File: src/hw/bes_pkg.sv
// Shared constants and types for the bit error statistics block.
// Assumes one 100 MHz system clock and per-bit error flags from a checker.
package bes_pkg;

    // ==========================================================
    // Timing
    localparam int CLK_PERIOD_NS = 32'h0000000A;
    localparam int SECOND_NS     = 32'h3B9ACA00;
    localparam int TICK_CYCLES   = SECOND_NS / CLK_PERIOD_NS;

    // ==========================================================
    // Display limits and scaling
    localparam logic [15:0] BE_MAX      = 16'h270F;  // 9999, four digits
    localparam logic [15:0] SEC_MAX     = 16'h03E7;  // 999, three digits
    localparam logic [15:0] SHARE_FULL  = 16'h2710;  // 100.00 percent
    localparam int          SEVERE_DIV  = 32'h000003E8;  // one error per thousand bits
    localparam int          RATIO_SCALE = 32'h00000064;  // two fractional digits
    localparam int          SHARE_SCALE = 32'h00002710;  // hundredths of a percent
    localparam logic [9:0]  MANT_MIN    = 10'h064;
    localparam logic [9:0]  MANT_MAX    = 10'h3E7;
    localparam logic [6:0]  EXP_MAX     = 7'h63;
    localparam int          QUO_BITS    = 32'h0000000E;

    // ==========================================================
    // Views and divider sequencing
    typedef enum logic [1:0] {
        BES_VIEW_DEFAULT = 2'b00,
        BES_VIEW_RATIO   = 2'b01,
        BES_VIEW_SHARE   = 2'b10,
        BES_VIEW_SEVERE  = 2'b11
    } bes_view_t;

    typedef enum logic [2:0] {
        BES_DIV_IDLE   = 3'b000,
        BES_DIV_LOAD   = 3'b001,
        BES_DIV_SCALE  = 3'b010,
        BES_DIV_DIVIDE = 3'b011,
        BES_DIV_STORE  = 3'b100
    } bes_div_t;

    function automatic logic [15:0] bes_sat_inc(input logic [15:0] v, input logic [15:0] max);
        bes_sat_inc = (v >= max) ? max : v + 16'h0001;
    endfunction

endpackage

File: src/hw/bes_stats_top.sv
// Bit error statistics for a main and a side pattern channel, with view cycling.
// Assumes checker flags and the debounced clear key are pulses on clk_i.
`timescale 1ns/1ps

// Behaviour
// Every bit error in received pattern data adds to the bit error count.
// Each one-second interval with any bit error adds one errored second.
// Ratio is errored bits over all bits since the last clear.
// Each one-second interval without any bit error adds one clean second.
// Clean share is clean seconds over running seconds, as a percentage.
// A second with error ratio at least one per thousand counts as severe.
// Severe share is severe seconds over running seconds, as a percentage.
// Reset or clear selects default view: bit errors with errored seconds.
// Clear key with all error counts zero advances to the next view.
// Views: ratio, then clean share, then severe; fourth press returns default.
// With side test or alternating loop, only main line cycles views.
// Bit errors as four digits; ratio as mantissa, two decimals, exponent.
// Clear key restarts the elapsed timer and zeroes all statistics; the code loads clean share with 100.00 percent instead of zero.
// One clear press zeroes main and side statistics in one cycle.
// Seconds come from a divided clock tick; each interval judged at tick.
// Counters saturate at display maximum; reset zeroes them, default view.
module bes_stats_top
    import bes_pkg::*;
#(
    parameter int TICK_CYCLES = bes_pkg::TICK_CYCLES,
    parameter int BW          = 40,
    parameter int SW          = 24
)
(
    // Clock and reset
    input  wire logic              clk_i,
    input  wire logic              sys_rst_i,
    // Operator and mode
    input  wire logic              clear_key_i,
    input  wire logic              side_active_i,
    // Main channel checker
    input  wire logic              main_bit_valid_i,
    input  wire logic              main_bit_err_i,
    // Side channel checker
    input  wire logic              side_bit_valid_i,
    input  wire logic              side_bit_err_i,
    // Main channel counts
    output logic [15:0]            main_bit_err_cnt_o,
    output logic [15:0]            main_err_sec_o,
    output logic [15:0]            main_clean_sec_o,
    output logic [15:0]            main_severe_sec_o,
    output logic [SW-1:0]          elapsed_sec_o,
    // Side channel counts
    output logic [15:0]            side_bit_err_cnt_o,
    output logic [15:0]            side_err_sec_o,
    output logic [15:0]            side_clean_sec_o,
    output logic [15:0]            side_severe_sec_o,
    // Main channel derived figures
    output logic [9:0]             ratio_mant_o,
    output logic [6:0]             ratio_exp_o,
    output logic [15:0]            clean_share_o,
    output logic [15:0]            severe_share_o,
    // Views
    output bes_pkg::bes_view_t     main_view_o,
    output bes_pkg::bes_view_t     side_view_o,
    output logic                   side_line_on_o
);
    import bes_pkg::*;

    localparam int NW = BW + 16;

    // ==========================================================
    // One-second tick
    logic [31:0] tick_cnt_q, tick_cnt_d;
    logic        tick_q, tick_d;
    logic        calc_go_q, calc_go_d;

    always_comb
    begin
        tick_cnt_d = tick_cnt_q + 32'h1;
        tick_d     = 1'b0;
        calc_go_d  = tick_q;
        if (clear_key_i)
        begin
            // Restarting the divider aligns seconds to the clear
            tick_cnt_d = 32'h0;
            calc_go_d  = 1'b0;
        end
        else if (tick_cnt_q == 32'(TICK_CYCLES - 1))
        begin
            tick_cnt_d = 32'h0;
            tick_d     = 1'b1;
        end
    end

    always_ff @(posedge clk_i)
    begin
        if (sys_rst_i)
        begin
            tick_cnt_q <= 32'h0;
            tick_q     <= 1'b0;
            calc_go_q  <= 1'b0;
        end
        else
        begin
            tick_cnt_q <= tick_cnt_d;
            tick_q     <= tick_d;
            calc_go_q  <= calc_go_d;
        end
    end

    // ==========================================================
    // Channel counters, both cleared by the same key press
    logic [BW-1:0] m_tot_bits, m_tot_err;
    logic [SW-1:0] m_clean_raw, m_severe_raw;

    bes_chan_stats #(.BW(BW), .SW(SW)) u_main (
        .clk_i         (clk_i),
        .sys_rst_i     (sys_rst_i),
        .clear_i       (clear_key_i),
        .tick_i        (tick_q),
        .bit_valid_i   (main_bit_valid_i),
        .bit_err_i     (main_bit_err_i),
        .bit_err_cnt_o (main_bit_err_cnt_o),
        .err_sec_o     (main_err_sec_o),
        .clean_sec_o   (main_clean_sec_o),
        .severe_sec_o  (main_severe_sec_o),
        .tot_bits_o    (m_tot_bits),
        .tot_err_o     (m_tot_err),
        .tot_sec_o     (elapsed_sec_o),
        .clean_raw_o   (m_clean_raw),
        .severe_raw_o  (m_severe_raw)
    );

    bes_chan_stats #(.BW(BW), .SW(SW)) u_side (
        .clk_i         (clk_i),
        .sys_rst_i     (sys_rst_i),
        .clear_i       (clear_key_i),
        .tick_i        (tick_q),
        .bit_valid_i   (side_bit_valid_i),
        .bit_err_i     (side_bit_err_i),
        .bit_err_cnt_o (side_bit_err_cnt_o),
        .err_sec_o     (side_err_sec_o),
        .clean_sec_o   (side_clean_sec_o),
        .severe_sec_o  (side_severe_sec_o),
        .tot_bits_o    (),
        .tot_err_o     (),
        .tot_sec_o     (),
        .clean_raw_o   (),
        .severe_raw_o  ()
    );

    // ==========================================================
    // View sequencing
    bes_view_t view_q, view_d;
    logic      side_on_q, side_on_d;
    logic      all_zero_w;

    assign all_zero_w = (main_bit_err_cnt_o == 16'h0) && (main_err_sec_o == 16'h0) &&
                        (main_severe_sec_o == 16'h0) && (side_bit_err_cnt_o == 16'h0) &&
                        (side_err_sec_o == 16'h0) && (side_severe_sec_o == 16'h0);

    always_comb
    begin
        view_d    = view_q;
        side_on_d = side_active_i;
        if (clear_key_i)
        begin
            if (!all_zero_w)
                view_d = BES_VIEW_DEFAULT;
            else
            begin
                case (view_q)
                    BES_VIEW_DEFAULT: view_d = BES_VIEW_RATIO;
                    BES_VIEW_RATIO:   view_d = BES_VIEW_SHARE;
                    BES_VIEW_SHARE:   view_d = BES_VIEW_SEVERE;
                    BES_VIEW_SEVERE:  view_d = BES_VIEW_DEFAULT;
                    default:          view_d = BES_VIEW_DEFAULT;
                endcase
            end
        end
    end

    always_ff @(posedge clk_i)
    begin
        if (sys_rst_i)
        begin
            view_q    <= BES_VIEW_DEFAULT;
            side_on_q <= 1'b0;
        end
        else
        begin
            view_q    <= view_d;
            side_on_q <= side_on_d;
        end
    end

    assign main_view_o    = view_q;
    // The side line never cycles; it always shows its default form
    assign side_view_o    = BES_VIEW_DEFAULT;
    assign side_line_on_o = side_on_q;

    // ==========================================================
    // Serial ratio engine: one restoring divider shared by three jobs.
    // Trades latency (under 150 cycles per second) for a single subtractor.
    bes_div_t      st_q, st_d;
    logic [1:0]    job_q, job_d;
    logic [NW-1:0] num_q, num_d, den_q, den_d;
    logic [13:0]   quo_q, quo_d;
    logic [3:0]    idx_q, idx_d;
    logic [6:0]    exp_q, exp_d;
    logic [9:0]    mant_q, mant_d;
    logic [6:0]    rexp_q, rexp_d;
    logic [15:0]   csh_q, csh_d, ssh_q, ssh_d;
    logic [NW-1:0] shifted_w;

    assign shifted_w = den_q << idx_q;

    always_comb
    begin
        st_d = st_q; job_d = job_q; num_d = num_q; den_d = den_q;
        quo_d = quo_q; idx_d = idx_q; exp_d = exp_q;
        mant_d = mant_q; rexp_d = rexp_q; csh_d = csh_q; ssh_d = ssh_q;
        case (st_q)
            BES_DIV_IDLE:
                if (calc_go_q)
                begin
                    job_d = 2'd0;
                    st_d  = BES_DIV_LOAD;
                end
            BES_DIV_LOAD:
            begin
                exp_d = 7'h0;
                quo_d = 14'h0;
                idx_d = 4'(QUO_BITS - 1);
                st_d  = BES_DIV_DIVIDE;
                if (job_q == 2'd0)
                begin
                    num_d = NW'(m_tot_err) * NW'(RATIO_SCALE);
                    den_d = NW'(m_tot_bits);
                    st_d  = BES_DIV_SCALE;
                    if (m_tot_err == '0)
                    begin
                        mant_d = 10'h0;
                        rexp_d = 7'h0;
                        st_d   = BES_DIV_STORE;
                    end
                end
                else
                begin
                    num_d = NW'((job_q == 2'd1) ? m_clean_raw : m_severe_raw) * NW'(SHARE_SCALE);
                    den_d = NW'(elapsed_sec_o);
                    if (elapsed_sec_o == '0)
                        st_d = BES_DIV_STORE;
                end
            end
            BES_DIV_SCALE:
                // Normalise so the quotient lands in 1.00 .. 9.99
                if (num_q < NW'(den_q * NW'(RATIO_SCALE)) && exp_q < EXP_MAX)
                begin
                    num_d = NW'(num_q * NW'(10));
                    exp_d = exp_q + 7'h1;
                end
                else
                    st_d = BES_DIV_DIVIDE;
            BES_DIV_DIVIDE:
            begin
                if (num_q >= shifted_w)
                begin
                    num_d        = num_q - shifted_w;
                    quo_d[idx_q] = 1'b1;
                end
                idx_d = idx_q - 4'h1;
                if (idx_q == 4'h0)
                begin
                    st_d = BES_DIV_STORE;
                    if (job_q == 2'd0)
                    begin
                        mant_d = quo_d[9:0];
                        rexp_d = exp_q;
                    end
                    else if (job_q == 2'd1)
                        csh_d = {2'b00, quo_d};
                    else
                        ssh_d = {2'b00, quo_d};
                end
            end
            BES_DIV_STORE:
            begin
                job_d = job_q + 2'd1;
                st_d  = (job_q == 2'd2) ? BES_DIV_IDLE : BES_DIV_LOAD;
            end
            default:
                st_d = BES_DIV_IDLE;
        endcase
        if (clear_key_i)
        begin
            st_d   = BES_DIV_IDLE;
            mant_d = 10'h0;
            rexp_d = 7'h0;
            csh_d  = SHARE_FULL;
            ssh_d  = 16'h0;
        end
    end

    always_ff @(posedge clk_i)
    begin
        if (sys_rst_i)
        begin
            st_q <= BES_DIV_IDLE; job_q <= 2'd0; num_q <= '0; den_q <= '0;
            quo_q <= '0; idx_q <= '0; exp_q <= '0;
            mant_q <= '0; rexp_q <= '0; csh_q <= SHARE_FULL; ssh_q <= '0;
        end
        else
        begin
            st_q <= st_d; job_q <= job_d; num_q <= num_d; den_q <= den_d;
            quo_q <= quo_d; idx_q <= idx_d; exp_q <= exp_d;
            mant_q <= mant_d; rexp_q <= rexp_d; csh_q <= csh_d; ssh_q <= ssh_d;
        end
    end

    assign ratio_mant_o   = mant_q;
    assign ratio_exp_o    = rexp_q;
    assign clean_share_o  = csh_q;
    assign severe_share_o = ssh_q;

    // ==========================================================
    // Checks
    view_default_a: assert property (@(posedge clk_i) disable iff (sys_rst_i)
        clear_key_i && !all_zero_w |=> view_q == BES_VIEW_DEFAULT)
        else $error("clear with errors did not select default view");
    view_step_a: assert property (@(posedge clk_i) disable iff (sys_rst_i)
        clear_key_i && all_zero_w && view_q != BES_VIEW_SEVERE |=> view_q == $past(view_q) + 2'd1)
        else $error("clear at zero did not advance view");
    view_wrap_a: assert property (@(posedge clk_i) disable iff (sys_rst_i)
        clear_key_i && all_zero_w && view_q == BES_VIEW_SEVERE |=> view_q == BES_VIEW_DEFAULT)
        else $error("fourth press did not return to default");
    side_view_a: assert property (@(posedge clk_i) disable iff (sys_rst_i)
        side_on_q |-> side_view_o == BES_VIEW_DEFAULT)
        else $error("side line left default form");
    both_clear_a: assert property (@(posedge clk_i) disable iff (sys_rst_i)
        clear_key_i |=> main_bit_err_cnt_o == 16'h0 && side_bit_err_cnt_o == 16'h0 &&
                        main_err_sec_o == 16'h0 && side_err_sec_o == 16'h0)
        else $error("channels not cleared together");
    tick_period_a: assert property (@(posedge clk_i) disable iff (sys_rst_i)
        tick_q |-> $past(tick_cnt_q) == 32'(TICK_CYCLES - 1) && tick_cnt_q == 32'h0)
        else $error("second tick off period");
    ratio_form_a: assert property (@(posedge clk_i) disable iff (sys_rst_i)
        !clear_key_i && st_q == BES_DIV_DIVIDE && idx_q == 4'h0 && job_q == 2'd0 && exp_q < EXP_MAX
        |=> mant_q >= MANT_MIN && mant_q <= MANT_MAX)
        else $error("ratio mantissa out of range");
    share_range_a: assert property (@(posedge clk_i) disable iff (sys_rst_i)
        st_q == BES_DIV_STORE |-> csh_q <= SHARE_FULL && ssh_q <= SHARE_FULL)
        else $error("share above one hundred percent");

endmodule

File: src/hw/bes_chan_stats.sv
// Per-channel counters: bit errors, errored, clean and severe seconds.
// Assumes tick_i and clear_i are one-cycle pulses on clk_i.
`timescale 1ns/1ps

module bes_chan_stats
#(
    parameter int BW = 40,
    parameter int SW = 24
)
(
    // Clock and reset
    input  wire logic          clk_i,
    input  wire logic          sys_rst_i,
    // Control
    input  wire logic          clear_i,
    input  wire logic          tick_i,
    // Checker flags
    input  wire logic          bit_valid_i,
    input  wire logic          bit_err_i,
    // Displayed counts
    output logic [15:0]        bit_err_cnt_o,
    output logic [15:0]        err_sec_o,
    output logic [15:0]        clean_sec_o,
    output logic [15:0]        severe_sec_o,
    // Raw totals for the ratio engine
    output logic [BW-1:0]      tot_bits_o,
    output logic [BW-1:0]      tot_err_o,
    output logic [SW-1:0]      tot_sec_o,
    output logic [SW-1:0]      clean_raw_o,
    output logic [SW-1:0]      severe_raw_o
);
    import bes_pkg::*;

    logic [15:0]   be_q, be_d, es_q, es_d, efs_q, efs_d, ses_q, ses_d;
    logic [BW-1:0] tb_q, tb_d, te_q, te_d;
    logic [SW-1:0] ts_q, ts_d, cr_q, cr_d, sr_q, sr_d;
    logic [31:0]   ib_q, ib_d, ie_q, ie_d;
    logic          severe_w;

    // ==========================================================
    // Interval classification and accumulation
    assign severe_w = (ie_q != 32'h0) &&
                      (({10'h0, ie_q} * 42'(SEVERE_DIV)) >= {10'h0, ib_q});

    always_comb
    begin
        be_d = be_q; es_d = es_q; efs_d = efs_q; ses_d = ses_q;
        tb_d = tb_q; te_d = te_q; ts_d = ts_q; cr_d = cr_q; sr_d = sr_q;
        ib_d = ib_q; ie_d = ie_q;
        if (clear_i)
        begin
            // Clear also restarts the elapsed time
            be_d = '0; es_d = '0; efs_d = '0; ses_d = '0;
            tb_d = '0; te_d = '0; ts_d = '0; cr_d = '0; sr_d = '0;
            ib_d = '0; ie_d = '0;
        end
        else
        begin
            if (bit_valid_i)
            begin
                ib_d = ib_q + 32'h1;
                if (tb_q != '1)
                    tb_d = tb_q + BW'(1);
                if (bit_err_i)
                begin
                    be_d = bes_sat_inc(be_q, BE_MAX);
                    ie_d = ie_q + 32'h1;
                    if (te_q != '1)
                        te_d = te_q + BW'(1);
                end
            end
            if (tick_i)
            begin
                // A bit arriving with the tick belongs to the new interval
                ib_d = {31'h0, bit_valid_i};
                ie_d = {31'h0, bit_valid_i & bit_err_i};
                if (ts_q != '1)
                    ts_d = ts_q + SW'(1);
                if (ie_q != 32'h0)
                    es_d = bes_sat_inc(es_q, SEC_MAX);
                else
                begin
                    efs_d = bes_sat_inc(efs_q, SEC_MAX);
                    if (cr_q != '1)
                        cr_d = cr_q + SW'(1);
                end
                if (severe_w)
                begin
                    ses_d = bes_sat_inc(ses_q, SEC_MAX);
                    if (sr_q != '1)
                        sr_d = sr_q + SW'(1);
                end
            end
        end
    end

    always_ff @(posedge clk_i)
    begin
        if (sys_rst_i)
        begin
            be_q <= '0; es_q <= '0; efs_q <= '0; ses_q <= '0;
            tb_q <= '0; te_q <= '0; ts_q <= '0; cr_q <= '0; sr_q <= '0;
            ib_q <= '0; ie_q <= '0;
        end
        else
        begin
            be_q <= be_d; es_q <= es_d; efs_q <= efs_d; ses_q <= ses_d;
            tb_q <= tb_d; te_q <= te_d; ts_q <= ts_d; cr_q <= cr_d; sr_q <= sr_d;
            ib_q <= ib_d; ie_q <= ie_d;
        end
    end

    assign bit_err_cnt_o = be_q;
    assign err_sec_o     = es_q;
    assign clean_sec_o   = efs_q;
    assign severe_sec_o  = ses_q;
    assign tot_bits_o    = tb_q;
    assign tot_err_o     = te_q;
    assign tot_sec_o     = ts_q;
    assign clean_raw_o   = cr_q;
    assign severe_raw_o  = sr_q;

    // ==========================================================
    // Checks
    be_count_a: assert property (@(posedge clk_i) disable iff (sys_rst_i)
        !clear_i && bit_valid_i && bit_err_i && be_q < BE_MAX |=> be_q == $past(be_q) + 16'h0001)
        else $error("bit error not counted");
    es_count_a: assert property (@(posedge clk_i) disable iff (sys_rst_i)
        tick_i && !clear_i && ie_q != 32'h0 && es_q < SEC_MAX |=> es_q == $past(es_q) + 16'h0001)
        else $error("errored second not counted");
    efs_count_a: assert property (@(posedge clk_i) disable iff (sys_rst_i)
        tick_i && !clear_i && ie_q == 32'h0 |=> es_q == $past(es_q) && efs_q != 16'h0000)
        else $error("clean second misclassified");
    ses_count_a: assert property (@(posedge clk_i) disable iff (sys_rst_i)
        tick_i && !clear_i && ie_q != 32'h0 && ({10'h0, ie_q} * 42'(SEVERE_DIV)) < {10'h0, ib_q}
        |=> ses_q == $past(ses_q))
        else $error("light second counted as severe");
    sat_hold_a: assert property (@(posedge clk_i) disable iff (sys_rst_i)
        be_q == BE_MAX && !clear_i |=> be_q == BE_MAX)
        else $error("bit error count wrapped");
    clear_zero_a: assert property (@(posedge clk_i) disable iff (sys_rst_i)
        clear_i |=> be_q == 16'h0000 && es_q == 16'h0000 && ts_q == '0 && ses_q == 16'h0000)
        else $error("clear left statistics standing");

endmodule

File: config.mk
export PLATFORM = sky130hd
export DESIGN_NAME = bes_stats_top
export DESIGN_NICKNAME = d
export VERILOG_FILES = /design/src/hw/bes_pkg.sv /design/src/hw/bes_stats_top.sv /design/src/hw/bes_chan_stats.sv
export SDC_FILE = /design/constraint.sdc
export NUM_CORES = 2
export LEC_CHECK = 0
export ABC_CLOCK_PERIOD_IN_PS = 20600
export BUFFER_PORTS_ARGS = -buffer_cell sky130_fd_sc_hd__buf_2
export CORE_ASPECT_RATIO = 1.2
export CORE_UTILIZATION = 56
export DETAILED_ROUTE_END_ITERATION = 6
export PLACE_DENSITY = 0.73
export SLEW_MARGIN = 0
export SYNTH_ARGS = -nofsm -noshare
export SYNTH_HDL_FRONTEND = slang
export SYNTH_SLANG_ARGS = --single-unit
export TNS_END_PERCENT = 10
File: constraint.sdc
create_clock -name clk_i -period 20.6 [get_ports clk_i]
set_clock_uncertainty 0.05 [all_clocks]
set_input_delay 2.06 -clock clk_i [delete_from_list [all_inputs] [get_ports clk_i]]
set_output_delay 2.06 -clock clk_i [all_outputs]
set_load 0.005 [all_outputs]
==> results.sh <==
export IMPL_drc=0
export IMPL_critical_path_required_ns=21.17
export IMPL_fin_area_mm2=0.06685
export IMPL_vias_per_cell=5.824
export IMPL_synth_flop_cell="dfxtp_1"
export IMPL_dpl_cell_area_mm2=0.06432
export IMPL_fin_crit_ns=8.645
export IMPL_yosysUniqueCellTypes=99
export IMPL_outcome="finished clean"
export IMPL_cellPowerDensity_mw_per_mm2=39.33
export IMPL_clock_sinks=616
export IMPL_htree_levels=3
export IMPL_final_common_cell="inv_1"
export IMPL_yosysWarnings=0
export IMPL_ys_ff_latch=616
export IMPL_synth_area_leader_cell="dfxtp_1"
export IMPL_worstSetupEndpointType="flop"
export IMPL_synth_simple_area_share=0.1673
export IMPL_dp_cells=9012
export IMPL_ant_nets=0
export IMPL_fin_ws_ns=11.96
export IMPL_setup_tns_ns=0
export IMPL_synth_edf_count=0
export IMPL_port_buffers=207
export IMPL_syn_area_mm2=0.06213
export IMPL_antenna_found_initial=1
export IMPL_ctsResizeCount=0
export IMPL_vias=53260
export IMPL_drv_slew=0
export IMPL_wl_per_cell_um=18.20
export IMPL_place_hpwl_um=133200
export IMPL_worstPathMaxFanout=24
export IMPL_gr_usage_all_layers=0.2952
export IMPL_die_y_um=366.9
export IMPL_grt_pass1_wl_um=272000
export IMPL_numCtsBuffers=73
export IMPL_max_cap_violations=0
export IMPL_grt_ovfl_total=0
export IMPL_drive_above_1_share=0.06329
export IMPL_grt_pass1_vias=52410
export IMPL_clock_path_buffers=3
export IMPL_final_util=0.6087
export IMPL_final_cell_count_no_fill=9144
export IMPL_synth_xor_area_frac=0.07979
export IMPL_rsz0062_at_grt="false"
export IMPL_synth_compound_area_share=0.1602
export IMPL_path_class="flop to flop"
export IMPL_core_rowCount=133
export IMPL_hold_path_class="flop to flop"
export IMPL_wl_um=166400
export IMPL_io_pins=214
export IMPL_slew_limit_headroom=0.1824
export IMPL_gp_congestion=0.9587
export IMPL_clk_latency_ns=0.71
export IMPL_post_place_ws_ns=12.08
export IMPL_crit_arrival_ns=9.21
export IMPL_nets=8909
export IMPL_fmax_mhz=115.7
export IMPL_dr_pass1_iters=6
export IMPL_cts_tree="done"
export IMPL_ys_seq_area_frac=0.1985
export IMPL_drt_iter0_markers=3760
export IMPL_holdWs_ns=0.4029
export IMPL_power_total_mw=2.630
export IMPL_hold_violations=0
export IMPL_synth_top_family_by_area="adder cells"
export IMPL_worstSetupStartpointType="flop"
export IMPL_synth_mux_area_frac=0.02322
export IMPL_post_cts_setup_buffers=0
export IMPL_synth_avg_cell_area_um2=8.192
export IMPL_finalCritPeriodShare=0.4196
export IMPL_cts_root_buffer="clkbuf_16"
export IMPL_grt_max_degree=94
export IMPL_chipWidth_um=306.1
export IMPL_ir_drop_mv=0.06931
export IMPL_core_region_area_mm2=0.1098
export IMPL_p_leak_nw=31.29
export IMPL_syn_to_final_growth_pct=7.605
export IMPL_synthTopCellsByArea="dfxtp_1 20%, ha_1 18%, fa_1 12%, inv_1 6.4%, xnor2_1 5.0%"
export IMPL_initial_core_util=0.5657
export IMPL_yosysTopAreaCellShare=0.1985
export IMPL_tightest_slew_ns=1.209
export IMPL_clkTransAtPathRegs_ns=0.06
export IMPL_regToRegSetupSlack_ns=11.96
export IMPL_dieArea_mm2=0.1123
export IMPL_async_flop_share=0
export IMPL_synthAdderAreaFrac=0.2915
export IMPL_postCtsHoldBufs=0
export IMPL_layout_common_cells="1062 x inv_1, 869 x ha_1, 761 x nor2_1, 614 x dfxtp_1, 523 x nand2_1"
export IMPL_syn_inst=7584
export IMPL_finalSetupViolations=0
sequential cells by signal (all words and copies together), names as in the netlist, 16 cells and up:
name / count
u_main.clean_sec_o: 16
u_side.severe_sec_o: 16
u_main.severe_sec_o: 16
u_main.ib_q: 32
u_main.severe_raw_o: 24
u_side.bit_err_cnt_o: 16
u_side.ib_q: 32
u_main.ie_q: 32
num_q: 56
u_main.tot_bits_o: 40
u_main.bit_err_cnt_o: 16
u_side.clean_sec_o: 16
u_main.tot_sec_o: 24
tick_cnt_q: 32
u_side.ie_q: 32
u_main.tot_err_o: 40
den_q: 40
u_main.clean_raw_o: 24
u_side.err_sec_o: 16
u_main.err_sec_o: 16
cell type report:
class                           instances  area [um^2]
Antenna cell                            1        2.502
Clock buffer                           92         1998
Clock inverter                         39        531.8
Fill cell                            9899        42980
Inverter                             1064         3994
Multi-Input combinational cell       5675        44930
Sequential cell                       616        12330
Tap cell                             1417         1773
Timing Repair Buffer                  240         1286
cell families (layout without fill, tap and decap cells):
family	Yosys count	in the layout
xor+xnor	566	566
mux	108	108
buf+inv	1298	1435
simple gates	2218	2218
other cells	1	7
fa+ha+maj	1231	1231
compound gates	1546	1546
flops	616	616
routing by layer:
layer	GRT usage	share of wire	vias to the layer above	wire, um
li1	-	-	26050	-
met1	0.3838	0.44	25600	73460
met2	0.4984	0.47	1351	78140
met3	0.04304	0.057	256	9513
met4	0.1016	0.032	0	5297
met5	0	0	-	0
path summary, 6_finish.rpt:
check / startpoint / endpoint / cells after the start
hold reg to reg: ratio_mant_o[4] / ratio_mant_o[4] / 2
hold / removal: ratio_mant_o[4] / ratio_mant_o[4] / 2
setup reg to reg: u_main.ie_q[1] / u_main.severe_raw_o[14] / 26
setup / recovery: u_main.ie_q[1] / u_main.severe_raw_o[14] / 26
worst max-delay path, stage by stage, from the launching register on:
cell and delay [ns]:
dfxtp_1 0.49, inv_1 0.15, fa_1 0.59, fa_1 0.45
fa_1 0.52, fa_1 0.52, inv_1 0.04, ha_1 0.34
o21ai_0 0.28, nor3_1 0.10, a32oi_1 0.36, nand2b_1 0.18
a211oi_1 0.30, xnor2_1 0.11, ha_1 0.30, nand2_1 0.08
nor3_1 0.31, o211ai_1 0.16, o211a_1 0.25, nor4_1 0.45
a2111oi_0 0.15, o211ai_1 0.12, nor4_1 0.08, a21boi_2 0.78
nand2_1 0.68, or4_1 0.58, a21oi_1 0.15
power by group:
part           leakage (nW)  total, mW  internal, mW  switching (mW)
clock                  1.21       1.38         0.790           0.589
sequential             4.96       1.19          1.19         0.00187
combinational          25.1     0.0564        0.0143          0.0421
synth_stat cells, types with 35 or more instances:
master and number:
nor2b_1 39, ha_1 870, o21ai_0 279, o211ai_1 35, dfxtp_1 616, clkbuf_1 199
or3_1 63, mux2i_1 71, a211oi_1 109, nand2b_1 51, and2_1 47, nor4_1 52
a31oi_1 72, nand2_1 523, xnor2_1 352, a21oi_1 492, nand4_1 137, nor2_1 765
inv_1 1062, and3_1 87, a21o_1 160, nand3_1 213, o21bai_1 41, fa_1 361
o21a_1 39, xor2_1 214, nor3_1 126
Note: power is estimated with default switching activity, not from simulation.
